--- src/inc/tpu_pkg.sv ---
// Package: register map, field layout and modes of the timer/PWM core
package tpu_pkg;
  // ==========================================================
  // Register byte offsets
  localparam logic [7:0] BLOCK_CONTROL_OFS = 8'h00;
  localparam logic [7:0] COUNTER_CONTROL_OFS = 8'h04;
  localparam logic [7:0] TRIGGER_SELECT_OFS = 8'h08;
  localparam logic [7:0] TRIGGER_EDGE_OFS = 8'h0C;
  localparam logic [7:0] COMMAND_OFS = 8'h10;
  localparam logic [7:0] COUNT_OFS = 8'h14;
  localparam logic [7:0] COMPARE_OFS = 8'h18;
  localparam logic [7:0] COMPARE_BUF_OFS = 8'h1C;
  localparam logic [7:0] PERIOD_OFS = 8'h20;
  localparam logic [7:0] PERIOD_BUF_OFS = 8'h24;
  localparam logic [7:0] STATUS_OFS = 8'h28;
  // ==========================================================
  // Field positions
  localparam int ENABLE_BIT = 0;
  localparam int PRESCALE_LSB = 8;
  localparam int DIRECTION_LSB = 16;
  localparam int MODE_LSB = 24;
  localparam int SELECT_WIDTH = 4;
  localparam int EDGE_WIDTH = 2;
  localparam int NUM_EVENTS = 5;
  localparam int NUM_SOURCES = 16;
  localparam int NUM_PINS = 8;
  localparam int NUM_LOW_POWER_COMPARATOR = 2;
  localparam int COUNT_WIDTH = 16;
  localparam int DIV_WIDTH = 7;
  localparam int HOLD_CYCLES = 2;
  // Event indices in command, select and edge fields
  localparam int EV_RELOAD = 0;
  localparam int EV_START = 1;
  localparam int EV_STOP = 2;
  localparam int EV_COUNT = 3;
  localparam int EV_CAPTURE = 4;
  // ==========================================================
  // Reset values
  localparam logic [15:0] COUNT_RESET = 16'h0000;
  localparam logic [15:0] PERIOD_RESET = 16'hFFFF;
  localparam logic [15:0] COMPARE_RESET = 16'h0000;
  localparam logic [19:0] SELECT_RESET = 20'h00000;
  localparam logic [9:0] EDGE_RESET = 10'h000;
  localparam logic [6:0] DIV_ONES = 7'h7F;
  // ==========================================================
  // Operating modes, counting directions, trigger detection
  localparam logic [2:0] MODE_TIMER = 3'h0;
  localparam logic [2:0] MODE_CAPTURE = 3'h2;
  localparam logic [2:0] MODE_QUAD = 3'h3;
  localparam logic [2:0] MODE_PWM = 3'h4;
  localparam logic [2:0] MODE_PWM_DEAD_TIME_MODE = 3'h5;
  localparam logic [2:0] MODE_PWM_PR = 3'h6;
  localparam logic [1:0] DIR_UP = 2'h0;
  localparam logic [1:0] DIR_DOWN = 2'h1;
  localparam logic [1:0] DIR_UPDOWN = 2'h2;
  localparam logic [1:0] EDGE_RISE = 2'h0;
  localparam logic [1:0] EDGE_FALL = 2'h1;
  localparam logic [1:0] EDGE_BOTH = 2'h2;
  localparam logic [1:0] EDGE_LEVEL = 2'h3;
endpackage

--- src/logic/tpu_trig_detect.sv ---
// Module: edge or level detection of one event trigger
`timescale 1ns/10ps
`default_nettype none
module tpu_trig_detect (
  // System
  input wire logic mclk,
  input wire logic nrst,
  // Trigger level, already synchronised, and its detect mode
  input wire logic level,
  input wire logic [1:0] edge_mode,
  // Firmware request pulse
  input wire logic sw_req,
  // Detected event
  output logic event_out
);
  logic prev;
  logic next_prev;
  logic hw_hit;

  // ==========================================================
  // Detector: compare with last cycle's level
  always_comb begin
    next_prev = level;
    unique case (edge_mode)
      tpu_pkg::EDGE_RISE: hw_hit = level & ~prev;
      tpu_pkg::EDGE_FALL: hw_hit = ~level & prev;
      tpu_pkg::EDGE_BOTH: hw_hit = level ^ prev;
      tpu_pkg::EDGE_LEVEL: hw_hit = level;
    endcase
    event_out = hw_hit | sw_req;
  end

  // Previous level register
  always_ff @(posedge mclk or negedge nrst) begin
    if (!nrst) begin
      prev <= 1'b0;
    end else begin
      prev <= next_prev;
    end
  end
endmodule // tpu_trig_detect
`default_nettype wire

--- src/logic/tpu_core.sv ---
// Module: 16-bit timer/counter/PWM core with Wishbone registers
//
// Decided for this implementation: the address map and the Wishbone slave port.
`timescale 1ns/10ps
`default_nettype none
// Functional notes
// - Enable bit 0 of block control starts the counter; here it only gates the counter clock, reload or start sets running.
// - Disabled counter keeps all register values unchanged.
// - Counter clock is the system clock qualified by counter enable.
// - Prescale field bits 10:8 divide counter clock by 1 to 128.
// - No prescaling in quadrature or dead-time PWM modes.
// - Each event detects rising, falling, both edges or level.
// - Command register writes raise the same events from firmware.
// - Triggers select pins, peer counter signals or comparators.
// - Reload in up or up/down loads zero and starts.
// - Reload in down mode loads period and starts.
// - In quadrature mode reload is the index event.
// - Start resumes from current count without initialising.
// - Quadrature uses start as second phase, count as first.
// - Count event steps counter by one in configured direction.
// - Stop halts counting until a later start.
// - In PWM modes stop is a kill disabling PWM lines.
// - Capture copies count to capture, capture to buffer.
// - Overflow when counting up and count reaches period.
// - Underflow when counting down and count reaches zero.
// - Compare match or capture while running gives capture/compare.
// - Each condition output stays high two clock cycles.
// - PWM capture swaps compare and period with buffers.
// - All trigger inputs synchronised before detection.
module tpu_core (
  // System
  input wire logic mclk,
  input wire logic nrst,
  // Wishbone slave
  input wire logic wb_cyc,
  input wire logic wb_stb,
  input wire logic wb_we,
  input wire logic [7:0] wb_adr,
  input wire logic [3:0] wb_sel,
  input wire logic [31:0] wb_dat_i,
  output logic [31:0] wb_dat_o,
  output logic wb_ack,
  // Trigger sources
  input wire logic [7:0] trig_pin,
  input wire logic [1:0] low_power_comparator,
  input wire logic peer_overflow,
  input wire logic peer_underflow,
  input wire logic peer_cc,
  // Condition outputs and PWM kill
  output logic overflow_condition,
  output logic underflow_condition,
  output logic capture_compare_condition,
  output logic pwm_kill
);
  // ==========================================================
  // Declarations
  logic enable, next_enable;
  logic [2:0] prescale_field, next_prescale_field;
  logic [1:0] direction, next_direction;
  logic [2:0] mode, next_mode;
  logic [19:0] trig_select, next_trig_select;
  logic [9:0] trig_edge, next_trig_edge;
  logic [4:0] cmd_pulse, next_cmd_pulse;
  logic [15:0] count_reg, next_count_reg;
  logic [15:0] compare, next_compare;
  logic [15:0] compare_buf, next_compare_buf;
  logic [15:0] period_reg, next_period_reg;
  logic [15:0] period_buf, next_period_buf;
  logic running, next_running;
  logic count_down, next_count_down;
  logic next_pwm_kill;
  logic [4:0] pend, next_pend;
  logic [6:0] div, next_div;
  logic quad_a_prev, quad_b_prev;
  logic ov_hold, un_hold, cc_hold;
  logic ov_pulse, un_pulse, cc_pulse;
  logic next_ack;
  logic [31:0] next_dat_o;
  logic [15:0] sync1, sync2, sources;
  logic [4:0] levels, events, evt;
  logic counter_en, tick, wr_stb, pwm_mode, no_prescale;
  logic [6:0] div_mask;
  logic quad_a, quad_b;

  // Byte-lane merge of a write into an old register word
  function automatic logic [31:0] merge(input logic [31:0] old,
                                        input logic [31:0] nw,
                                        input logic [3:0] sel);
    logic [31:0] res;
    res = old;
    for (int i = 0; i < 4; i++) begin
      if (sel[i]) begin
        res[8*i +: 8] = nw[8*i +: 8];
      end
    end
    return res;
  endfunction

  // ==========================================================
  // Trigger source vector; 0 and 1 are constant choices
  assign sources = {1'b0, peer_cc, peer_underflow, peer_overflow,
                    low_power_comparator, trig_pin, 1'b1, 1'b0};

  // Two-stage synchroniser; stage one feeds stage two only
  always_ff @(posedge mclk or negedge nrst) begin
    if (!nrst) begin
      sync1 <= 16'h0000;
      sync2 <= 16'h0000;
    end else begin
      sync1 <= sources;
      sync2 <= sync1;
    end
  end

  // ==========================================================
  // Per-event source mux and detector
  genvar g;
  generate
    for (g = 0; g < tpu_pkg::NUM_EVENTS; g++) begin : gen_trig
      assign levels[g] =
        sync2[trig_select[g*tpu_pkg::SELECT_WIDTH +: tpu_pkg::SELECT_WIDTH]];
      tpu_trig_detect u_detect (
        .mclk(mclk),
        .nrst(nrst),
        .level(levels[g]),
        .edge_mode(trig_edge[g*tpu_pkg::EDGE_WIDTH +: tpu_pkg::EDGE_WIDTH]),
        .sw_req(cmd_pulse[g]),
        .event_out(events[g])
      );
    end
  endgenerate

  // ==========================================================
  // Counter clock: enable qualifies every clock, prescaler thins it
  assign counter_en = enable;
  assign pwm_mode = (mode == tpu_pkg::MODE_PWM) ||
                    (mode == tpu_pkg::MODE_PWM_DEAD_TIME_MODE) ||
                    (mode == tpu_pkg::MODE_PWM_PR);
  assign no_prescale = (mode == tpu_pkg::MODE_QUAD) ||
                       (mode == tpu_pkg::MODE_PWM_DEAD_TIME_MODE);
  assign div_mask = 7'(8'((8'h01 << prescale_field) - 8'h01));
  assign tick = counter_en && (no_prescale || ((div & div_mask) == div_mask));
  assign wr_stb = wb_cyc && wb_stb && wb_we && !wb_ack;
  assign quad_a = levels[tpu_pkg::EV_COUNT];
  assign quad_b = levels[tpu_pkg::EV_START];
  // Events that arrive between ticks wait; a tick consumes them
  assign evt = pend | events;

  // ==========================================================
  // Next state of counter, buffers, status and bus registers
  always_comb begin
    next_enable = enable;
    next_prescale_field = prescale_field;
    next_direction = direction;
    next_mode = mode;
    next_trig_select = trig_select;
    next_trig_edge = trig_edge;
    next_cmd_pulse = 5'h00;
    next_count_reg = count_reg;
    next_compare = compare;
    next_compare_buf = compare_buf;
    next_period_reg = period_reg;
    next_period_buf = period_buf;
    next_running = running;
    next_count_down = count_down;
    next_pwm_kill = pwm_kill;
    next_div = counter_en ? div + 7'h01 : 7'h00;
    // Disabled: pending events dropped, prescaler div cleared, counter state holds
    next_pend = counter_en ? (tick ? 5'h00 : evt) : 5'h00;
    ov_pulse = 1'b0;
    un_pulse = 1'b0;
    cc_pulse = 1'b0;
    next_ack = wb_cyc && wb_stb && !wb_ack;
    next_dat_o = 32'h00000000;

    if (tick && mode == tpu_pkg::MODE_QUAD) begin
      // Index resynchronises; phases step every clock
      if (evt[tpu_pkg::EV_RELOAD]) begin
        next_count_reg = 16'h0000;
        next_running = 1'b1;
      end else if ((quad_a ^ quad_a_prev) ^ (quad_b ^ quad_b_prev)) begin
        if (quad_a ^ quad_b_prev) begin
          next_count_reg = count_reg + 16'h0001;
        end else begin
          next_count_reg = count_reg - 16'h0001;
        end
      end
    end else if (tick) begin
      if (evt[tpu_pkg::EV_RELOAD]) begin
        next_running = 1'b1;
        next_pwm_kill = 1'b0;
        next_count_down = (direction == tpu_pkg::DIR_DOWN);
        if (direction == tpu_pkg::DIR_DOWN) begin
          next_count_reg = period_reg;
        end else begin
          next_count_reg = 16'h0000;
        end
      end else if (evt[tpu_pkg::EV_STOP]) begin
        next_running = 1'b0;
        next_pwm_kill = pwm_mode;
      end else if (evt[tpu_pkg::EV_START]) begin
        next_running = 1'b1;
        next_pwm_kill = 1'b0;
      end else if (evt[tpu_pkg::EV_COUNT] && running) begin
        // Wrap at period and zero; up/down mode turns around there
        if (!count_down) begin
          if (count_reg == period_reg) begin
            ov_pulse = 1'b1;
            if (direction == tpu_pkg::DIR_UPDOWN) begin
              next_count_down = 1'b1;
              next_count_reg = count_reg - 16'h0001;
            end else begin
              next_count_reg = 16'h0000;
            end
          end else begin
            next_count_reg = count_reg + 16'h0001;
          end
        end else begin
          if (count_reg == 16'h0000) begin
            un_pulse = 1'b1;
            if (direction == tpu_pkg::DIR_UPDOWN) begin
              next_count_down = 1'b0;
              next_count_reg = 16'h0001;
            end else begin
              next_count_reg = period_reg;
            end
          end else begin
            next_count_reg = count_reg - 16'h0001;
          end
        end
        if (next_count_reg == compare) begin
          cc_pulse = 1'b1;
        end
      end
    end
    // Capture acts in every mode, quadrature included
    if (tick && evt[tpu_pkg::EV_CAPTURE]) begin
      if (pwm_mode) begin
        next_compare = compare_buf;
        next_compare_buf = compare;
        next_period_reg = period_buf;
        next_period_buf = period_reg;
      end else begin
        next_compare = count_reg;
        next_compare_buf = compare;
        cc_pulse = cc_pulse | running;
      end
    end

    // Bus write; software reconfiguration wins over events
    if (wr_stb) begin
      unique case (wb_adr)
        tpu_pkg::BLOCK_CONTROL_OFS: begin
          if (wb_sel[0]) begin
            next_enable = wb_dat_i[tpu_pkg::ENABLE_BIT];
          end
        end
        tpu_pkg::COUNTER_CONTROL_OFS: begin
          if (wb_sel[1]) begin
            next_prescale_field = wb_dat_i[tpu_pkg::PRESCALE_LSB +: 3];
          end
          if (wb_sel[2]) begin
            next_direction = wb_dat_i[tpu_pkg::DIRECTION_LSB +: 2];
          end
          if (wb_sel[3]) begin
            next_mode = wb_dat_i[tpu_pkg::MODE_LSB +: 3];
          end
        end
        tpu_pkg::TRIGGER_SELECT_OFS: begin
          next_trig_select = 20'(merge({12'h000, trig_select},
                                       wb_dat_i, wb_sel));
        end
        tpu_pkg::TRIGGER_EDGE_OFS: begin
          next_trig_edge = 10'(merge({22'h000000, trig_edge},
                                     wb_dat_i, wb_sel));
        end
        tpu_pkg::COMMAND_OFS: begin
          if (wb_sel[0]) begin
            next_cmd_pulse = wb_dat_i[4:0];
          end
        end
        tpu_pkg::COUNT_OFS: begin
          next_count_reg = 16'(merge({16'h0000, count_reg}, wb_dat_i, wb_sel));
        end
        tpu_pkg::COMPARE_OFS: begin
          next_compare = 16'(merge({16'h0000, compare}, wb_dat_i, wb_sel));
        end
        tpu_pkg::COMPARE_BUF_OFS: begin
          next_compare_buf = 16'(merge({16'h0000, compare_buf},
                                       wb_dat_i, wb_sel));
        end
        tpu_pkg::PERIOD_OFS: begin
          next_period_reg = 16'(merge({16'h0000, period_reg},
                                      wb_dat_i, wb_sel));
        end
        tpu_pkg::PERIOD_BUF_OFS: begin
          next_period_buf = 16'(merge({16'h0000, period_buf},
                                      wb_dat_i, wb_sel));
        end
        default: begin
        end
      endcase
    end

    // Read data; unmapped addresses answer zero
    if (wb_cyc && wb_stb && !wb_we && !wb_ack) begin
      unique case (wb_adr)
        tpu_pkg::BLOCK_CONTROL_OFS: next_dat_o = {31'h00000000, enable};
        tpu_pkg::COUNTER_CONTROL_OFS:
          next_dat_o = {5'h00, mode, 6'h00, direction, 5'h00,
                        prescale_field, 8'h00};
        tpu_pkg::TRIGGER_SELECT_OFS: next_dat_o = {12'h000, trig_select};
        tpu_pkg::TRIGGER_EDGE_OFS: next_dat_o = {22'h000000, trig_edge};
        tpu_pkg::COUNT_OFS: next_dat_o = {16'h0000, count_reg};
        tpu_pkg::COMPARE_OFS: next_dat_o = {16'h0000, compare};
        tpu_pkg::COMPARE_BUF_OFS: next_dat_o = {16'h0000, compare_buf};
        tpu_pkg::PERIOD_OFS: next_dat_o = {16'h0000, period_reg};
        tpu_pkg::PERIOD_BUF_OFS: next_dat_o = {16'h0000, period_buf};
        tpu_pkg::STATUS_OFS:
          next_dat_o = {29'h00000000, pwm_kill, count_down, running};
        default: next_dat_o = 32'h00000000;
      endcase
    end
  end

  // ==========================================================
  // State registers
  always_ff @(posedge mclk or negedge nrst) begin
    if (!nrst) begin
      enable <= 1'b0;
      prescale_field <= 3'h0;
      direction <= tpu_pkg::DIR_UP;
      mode <= tpu_pkg::MODE_TIMER;
      trig_select <= tpu_pkg::SELECT_RESET;
      trig_edge <= tpu_pkg::EDGE_RESET;
      cmd_pulse <= 5'h00;
      count_reg <= tpu_pkg::COUNT_RESET;
      compare <= tpu_pkg::COMPARE_RESET;
      compare_buf <= tpu_pkg::COMPARE_RESET;
      period_reg <= tpu_pkg::PERIOD_RESET;
      period_buf <= tpu_pkg::PERIOD_RESET;
      running <= 1'b0;
      count_down <= 1'b0;
      pwm_kill <= 1'b0;
      pend <= 5'h00;
      div <= 7'h00;
      quad_a_prev <= 1'b0;
      quad_b_prev <= 1'b0;
      wb_ack <= 1'b0;
      wb_dat_o <= 32'h00000000;
    end else begin
      enable <= next_enable;
      prescale_field <= next_prescale_field;
      direction <= next_direction;
      mode <= next_mode;
      trig_select <= next_trig_select;
      trig_edge <= next_trig_edge;
      cmd_pulse <= next_cmd_pulse;
      count_reg <= next_count_reg;
      compare <= next_compare;
      compare_buf <= next_compare_buf;
      period_reg <= next_period_reg;
      period_buf <= next_period_buf;
      running <= next_running;
      count_down <= next_count_down;
      pwm_kill <= next_pwm_kill;
      pend <= next_pend;
      div <= next_div;
      quad_a_prev <= quad_a;
      quad_b_prev <= quad_b;
      wb_ack <= next_ack;
      wb_dat_o <= next_dat_o;
    end
  end

  // ==========================================================
  // Condition stretchers: a one-cycle pulse shows for two clocks
  always_ff @(posedge mclk or negedge nrst) begin
    if (!nrst) begin
      ov_hold <= 1'b0;
      un_hold <= 1'b0;
      cc_hold <= 1'b0;
      overflow_condition <= 1'b0;
      underflow_condition <= 1'b0;
      capture_compare_condition <= 1'b0;
    end else begin
      ov_hold <= ov_pulse;
      un_hold <= un_pulse;
      cc_hold <= cc_pulse;
      overflow_condition <= ov_pulse | ov_hold;
      underflow_condition <= un_pulse | un_hold;
      capture_compare_condition <= cc_pulse | cc_hold;
    end
  end
endmodule // tpu_core
`default_nettype wire

--- config.mk ---
export PLATFORM = sky130hd
export DESIGN_NAME = tpu_core
export DESIGN_NICKNAME = d
export VERILOG_FILES = /design/src/inc/tpu_pkg.sv /design/src/logic/tpu_trig_detect.sv /design/src/logic/tpu_core.sv
export SDC_FILE = /design/constraint.sdc
export NUM_CORES = 1
export LEC_CHECK = 0
export ABC_AREA = 1
export BUFFER_PORTS_ARGS = -buffer_cell sky130_fd_sc_hd__buf_2
export CAP_MARGIN = 10
export CELL_PAD_IN_SITES_DETAIL_PLACEMENT = 1
export CELL_PAD_IN_SITES_GLOBAL_PLACEMENT = 1
export CORE_MARGIN = 4
export CORE_UTILIZATION = 35
export CTS_BUF_LIST = sky130_fd_sc_hd__clkbuf_2
export DETAILED_ROUTE_END_ITERATION = 16
export GPL_ROUTABILITY_DRIVEN = 0
export PLACE_DENSITY = 0.64
export SYNTH_ARGS = -nofsm -noshare
export SYNTH_HDL_FRONTEND = slang
export SYNTH_HIERARCHICAL = 1
export SYNTH_SLANG_ARGS = --single-unit
export TNS_END_PERCENT = 50
--- constraint.sdc ---
create_clock -name mclk -period 5 [get_ports mclk]
set_input_delay 0.5 -clock mclk [delete_from_list [all_inputs] [get_ports mclk]]
set_output_delay 0.5 -clock mclk [all_outputs]
set_load 0.01 [all_outputs]
# Word level (Yosys, flattened, before mapping)
# Cells that the tools add are included.
[op_classes] n_addsub=4 magnitude_cmp=5 eq_ne=48 shifts=1 muxes=106 n_bitwise=39 reduce_logical=38
[op_table] cell="two-way mux 16 bit" n=38
[op_table] cell="case mux 27 bit (10 select lines)" n=1
[op_table] cell="two-way mux 1 bit" n=48
[op_table] cell="AND reduction 3 bit" n=11
[op_table] cell="equality test 16 bit" n=2
[op_table] cell="equality test 8 x 5 -> 1 bit, second input constant" n=4
[op_table] cell="!= test 3 bit, second input constant" n=10
[op_table] cell="two-way mux 27 bit" n=1
[op_table] cell="less-than comparator 4 x 5 -> 1 bit, second input constant" n=5
[op_table] cell="two-way mux 5 bit" n=5
[op_table] cell="equality test 8 x 6 -> 1 bit, second input constant" n=3
[op_table] cell="equality test 2 bit, second input constant" n=11
[op_table] cell="binary-select mux 1 bit (select 4 bit)" n=5
[op_table] cell="case mux 1 bit (4 select lines)" n=5
[op_table] cell="adder 16 x 1 -> 16 bit, second input constant" n=1
[op_table] cell="equality test 8 x 4 -> 1 bit, second input constant" n=2
[op_table] cell="logical NOT 16 bit" n=1
[op_table] cell="two-way mux 8 bit" n=2
[op_table] cell="subtractor 16 x 1 -> 16 bit, second input constant" n=1
[op_table] cell="equality test 2 x 1 -> 1 bit, second input constant" n=6
[op_table] cell="inverter 1 bit" n=11
[op_table] cell="AND 1 bit" n=10
[op_table] cell="logical AND 1 bit" n=10
[op_table] cell="logical NOT 2 bit" n=5
[op_table] cell="other kinds (20)" n=43
[totals] reg_bits=211 inputBits=62 output_inout_bits=37 word_cells=281

# Logic depth before layout (Yosys ltp)
[logic_depth] ltp_word=26 depth_mapped=27 mapped_depth_nobuf=25

# Hierarchy
# The synthesis kept the hierarchy.
[by_module_without_submodules] module="tpu_core" instances=1 cells_each=1804 area_each_um2=12710.9 seq_area_each_um2=5019.8
[by_module_without_submodules] module="tpu_trig_detect" instances=5 cells_each=17 area_each_um2=105.1 seq_area_each_um2=25.0

# Worst setup path before layout
# No wires, ideal clock.
[synth_timing] path_type="reg2reg" startpoint="reg trig_select[0]" endpoint="reg count_reg[15]" setup_time_ns=0.117 t_arrival_ns=3.134 required_time_ns=4.883 slack_ns=1.749 path_stages_with_launch=25 path_buffers=2 period_less_slack_ns=3.251 path_cell_list="dfrtp_1 clkbuf_1 inv_1 o21ai_0 o32ai_1 o21ai_0 o21ai_0 inv_1 ha_1 inv_1 nand2_1 nand3_1 nand2_1 nand2_1 nor2_1 inv_1 nand3_1 clkbuf_1 o22ai_1 nor2_1 o21ai_0 o211ai_1 nand3_1 nand2_1 nand2_1"
[synth_via] elab_chain_len=12 word_cells_on_any_way=15 classes_between="mux (9); bitwise (6)"
[synth_lines] item="start: declaration" line_no="tpu_core.sv:61" text="logic [19:0] trig_select, next_trig_select;"
[synth_lines] item="start signal: assignment" line_no="tpu_core.sv:334" text="trig_select <= tpu_pkg::SELECT_RESET;"
[synth_lines] item="start signal: assignment" line_no="tpu_core.sv:356" text="trig_select <= next_trig_select;"
[synth_lines] item="binary-select mux 1 bit (select 4 bit) *" line_no="tpu_core.sv:121" text="sync2[trig_select[g*tpu_pkg::SELECT_WIDTH +: tpu_pkg::SELECT_WIDTH]];"
[synth_lines] item="two-way mux 1 bit (not written as such) *" line_no="tpu_core.sv:121"
[synth_lines] item="via levels[0]" line_no="tpu_core.sv:80" text="logic [4:0] levels, events, evt;"
[synth_lines] item="inverter 1 bit" line_no="tpu_trig_detect.sv:26" text="tpu_pkg::EDGE_FALL: hw_hit = ~level & prev;"
[synth_lines] item="AND 1 bit" line_no="tpu_trig_detect.sv:26"
[synth_lines] item="case mux 1 bit (4 select lines) *" line_no="tpu_trig_detect.sv:24" text="unique case (edge_mode)"
[synth_lines] item="OR 1 bit *" line_no="tpu_trig_detect.sv:30" text="event_out = hw_hit | sw_req;"
[synth_lines] item="via events[0]" line_no="tpu_core.sv:80"
[synth_lines] item="OR 5 bit *" line_no="tpu_core.sv:147" text="assign evt = pend | events;"
[synth_lines] item="two-way mux 16 bit" line_no="tpu_core.sv:189" text="if (evt[tpu_pkg::EV_RELOAD]) begin"
[synth_lines] item="two-way mux 16 bit" line_no="tpu_core.sv:188" text="end else if (tick) begin"
[synth_lines] item="two-way mux 16 bit *" line_no="tpu_core.sv:176" text="if (tick && mode == tpu_pkg::MODE_QUAD) begin"
[synth_lines] item="two-way mux 16 bit" line_no="tpu_core.sv:252" text="unique case (wb_adr)"
[synth_lines] item="two-way mux 16 bit *" line_no="tpu_core.sv:251" text="if (wr_stb) begin"
[synth_lines] item="end signal: assignment" line_no="tpu_core.sv:337" text="count_reg <= tpu_pkg::COUNT_RESET;"
[synth_lines] item="end signal: assignment" line_no="tpu_core.sv:359" text="count_reg <= next_count_reg;"
[synth_lines] item="end: declaration" line_no="tpu_core.sv:64" text="logic [15:0] count_reg, next_count_reg;"
# The timed path passes the listed nets; every way through them passes the cells marked *. The select of a mux whose other input is x is not followed.
# A chain may end at the register's enable or synchronous reset.

# Final worst setup path
[layout_timing] startpoint="reg trig_select[16]" endpoint="reg compare[15]"
[layout_via] elab_chain_len=11 word_cells_on_any_way=13 classes_between="mux (6); bitwise (6); reduce/logical (1)"
[layout_lines] item="binary-select mux 1 bit (select 4 bit) *" line_no="tpu_core.sv:121"
[layout_lines] item="two-way mux 1 bit (not written as such) *" line_no="tpu_core.sv:121"
[layout_lines] item="via levels[4]" line_no="tpu_core.sv:80"
[layout_lines] item="inverter 1 bit" line_no="tpu_trig_detect.sv:26"
[layout_lines] item="AND 1 bit" line_no="tpu_trig_detect.sv:26"
[layout_lines] item="case mux 1 bit (4 select lines) *" line_no="tpu_trig_detect.sv:24"
[layout_lines] item="OR 1 bit *" line_no="tpu_trig_detect.sv:30"
[layout_lines] item="via events[4]" line_no="tpu_core.sv:80"
[layout_lines] item="OR 5 bit *" line_no="tpu_core.sv:147"
[layout_lines] item="logical AND 1 bit *" line_no="tpu_core.sv:237" text="if (tick && evt[tpu_pkg::EV_CAPTURE]) begin"
[layout_lines] item="two-way mux 16 bit *" line_no="tpu_core.sv:237"
[layout_lines] item="two-way mux 16 bit" line_no="tpu_core.sv:252"
[layout_lines] item="two-way mux 16 bit *" line_no="tpu_core.sv:251"
[layout_lines] item="end signal: assignment" line_no="tpu_core.sv:338" text="compare <= tpu_pkg::COMPARE_RESET;"
[layout_lines] item="end signal: assignment" line_no="tpu_core.sv:360" text="compare <= next_compare;"
[layout_lines] item="end: declaration" line_no="tpu_core.sv:65" text="logic [15:0] compare, next_compare;"
# Marked as above.

==> impl_metrics.ini <==
[logic_synthesis]
async_flop_share = 1.00
ys.flop_type = dfrtp_1
synth_area_um2 = 13200
ys_warn_count = 6
synthDistinctLibCells = 55
synthCells = 1889
synth_seq_cells = 204
ys_seq_area_frac = 0.389
synth_edf_count = 0
syn_area_per_cell_um2 = 7.01

[sta]
period_minus_slack_ns = 4.00
fmax_mhz = 250
final_max_slew_viol_count = 0
finalClockSkew_ns = 0.0893
grt_setup_unrepaired = no
finalSetupTns_ns = 0
worstMarginPinSlew_ns = 1.05
hold_viol_final = 0
final.period_utilization = 0.800
slew_headroom = 0.296
setup_violations = 0

[pwr]
vdd_drop_max_mv = 0.174
p_total_w = 0.00358
leakagePower_nw = 7.04
powerDensity_nw_per_um2 = 237

[min_path]
min_from = wb_adr[2]
hold_class = input pin to flip-flop
hold_depth = 4
hold_path_end = cmd_pulse[0]

[clocking]
clkTransAtPathRegs_ns = 0.11
cts_buffers = 56
cts_sinks = 204
ctsResizeCount = 0
htree_num_levels = 2
root_buffer = clkbuf_2
post_cts_buffers = 0
cts_tree = done
clk_latency_ns = 0.94
cts_buffer_depth = 3

[setup_path]
crit_family = buffers and inverters
cpPeakStageDelay_ns = 0.56
startpoint_type = flip-flop
required_ns = 5.83
rr_endpoint = compare[15]
slowest_stage = dfrtp_1
crit_arrival_ns = 4.83
cpMostUsedCell = inv_1
worst-path-buf-inv = 6
crit_fanout = 21
worst_setup_path_end_kind = flip-flop
reg2reg_slack_ns = 1.0
reg2regPathDepth = 21
rr_startpoint = trig_select[16]
crit_path_cell_trace = inv_1 -> o21ai_0 -> o32ai_1 -> o211ai_1 -> nand2_1 -> inv_1 -> ha_1 -> inv_1 -> nand2_1 -> nand3_1 -> nand2_1 -> nand2_1 -> nor2_1 -> nor2_2 -> buf_4 -> inv_1 -> nor2_4 -> inv_1 -> o21ai_0 -> a21oi_1 -> o21ai_0
path_class = flip-flop to flip-flop

[floorplanning]
dieArea_um2 = 41000
die_h_um = 202
die_x_um = 202
start_util = 0.358
rows = 70
core_area_um2 = 37000
pin_count = 99

[final_layout]
stdcell_count = 2577
drive_gt1_frac = 0.141
largest_reg_flops = 23
final_area_um2 = 15100
mostFrequentLayoutCells = nand2_1 (492), nor2_1 (198), inv_1 (184)
largestRegisters = wb_dat_o (23), trig_select (20)
final_common_cell = nand2_1
final_core_util = 0.408
syn2layout_area_growth_pct = 14.0
nets = 2103
regMostFlops = wb_dat_o

[global_routing]
grt_max_degree = 135
grt_overflow = 0
antenna_found_initial = 1
grt_pass1_vias = 14500
grt_pass1_wl_um = 89200
grt_use_total = 0.280

[drt]
drt_wl_total_um = 58100
drc = 0
ant_nets = 0
vias = 14400
via_per_inst = 5.59
post_drt_wl_per_cell_um = 22.5
drt-initial-drc-count = 1222
first_pass_iters = 5

[placed_design]
place_area_um2 = 14100
io_buffers = 80
dp.cells = 2426
hpwl_um = 42500

[flow_run]
max_cap_viol_count = 0

[outcome]
status = complete, no violations
per-stage QoR:
step	hold WS [ns]	setup slack (ns)
2_1_floorplan	0.204	1.75
3_3_place_gp	0.331	1.19
3_5_place_dp	0.336	1.09
4_1_cts	0.0317	1.06
5_1_grt	0.0732	0.635
6_report	0.142	0.998
power breakdown:
group,total [W],internal [W],switching [W]
clock,0.00124,0.000459,0.000776
combinational,0.000579,0.000182,0.000397
sequential,0.00177,0.00169,0.0000729
what timing repair did:
| action | 4_1_cts | 5_1_grt |
|---|---|---|
| hold buffers | 47 | 0 |
| endpoints found under the setup margin | 0 | 0 |
| hold endpoints to repair | 201 | 0 |
cells by family after synthesis:
kind of cell / share of synthesized area
muxes: 0.00681
and+or+nand+nor: 0.280
AOI/OAI and AO/OA: 0.202
buffers and inverters: 0.0952
xor gates and xnor gates: 0.0132
DFF: 0.389
other: 0.000567
adders and majority gates: 0.0132
layout make-up:
class	count	area [µm²]
clock buffer	85	425
sequential	204	5140
inverter	206	773
tap	504	631
timing repair buffer	163	1160
fill	4832	21900
clock inverter	18	83.8
multi-input combinational	1396	6860
antenna	1	2.50
worst max-delay path by stage:
stage                               start             to  slack [ns]  cells past startpoint
after global routing      trig_select[16]    compare[15]        0.64                     21
after floorplan            trig_select[0]  count_reg[15]        1.75                     24
after global placement    trig_select[16]    compare[15]        1.19                     21
final                     trig_select[16]    compare[15]         1.0                     21
after CTS                  trig_select[4]   count_reg[9]        1.06                     23
after detailed placement  trig_select[16]    compare[15]        1.09                     21
metal layers:
layer,GRT usage,wire (µm)
met5,0,0
met1,0.395,25800
met4,0.104,2150
met3,0.0396,4070
met2,0.440,26100
synthesized netlist by cell type (10+ instances only):
cell / count / area (µm²)
nand2_1: 492 / 1850
o22ai_1: 28 / 175
clkbuf_1: 43 / 161
a22oi_1: 11 / 82.6
nor3_1: 28 / 140
o21ai_0: 177 / 886
inv_1: 184 / 691
nor2_1: 198 / 743
ha_1: 14 / 175
a21oi_1: 121 / 606
inv_2: 18 / 67.6
nand3_1: 127 / 636
o211ai_1: 31 / 233
xor2_1: 17 / 149
a32oi_1: 11 / 96.3
buf_2: 21 / 105
buf_4: 22 / 165
dfstp_2: 32 / 841
nand4_1: 10 / 62.6
o221ai_1: 25 / 219
dfrtp_1: 172 / 4300
tightest hold or removal path, stage by stage:
cell and delay (ns):
buf_2 0.10, nor3_1 0.06, nand3_1 0.23, nor3_1 0.08
No activity file was read; power rests on OpenSTA's default activity.
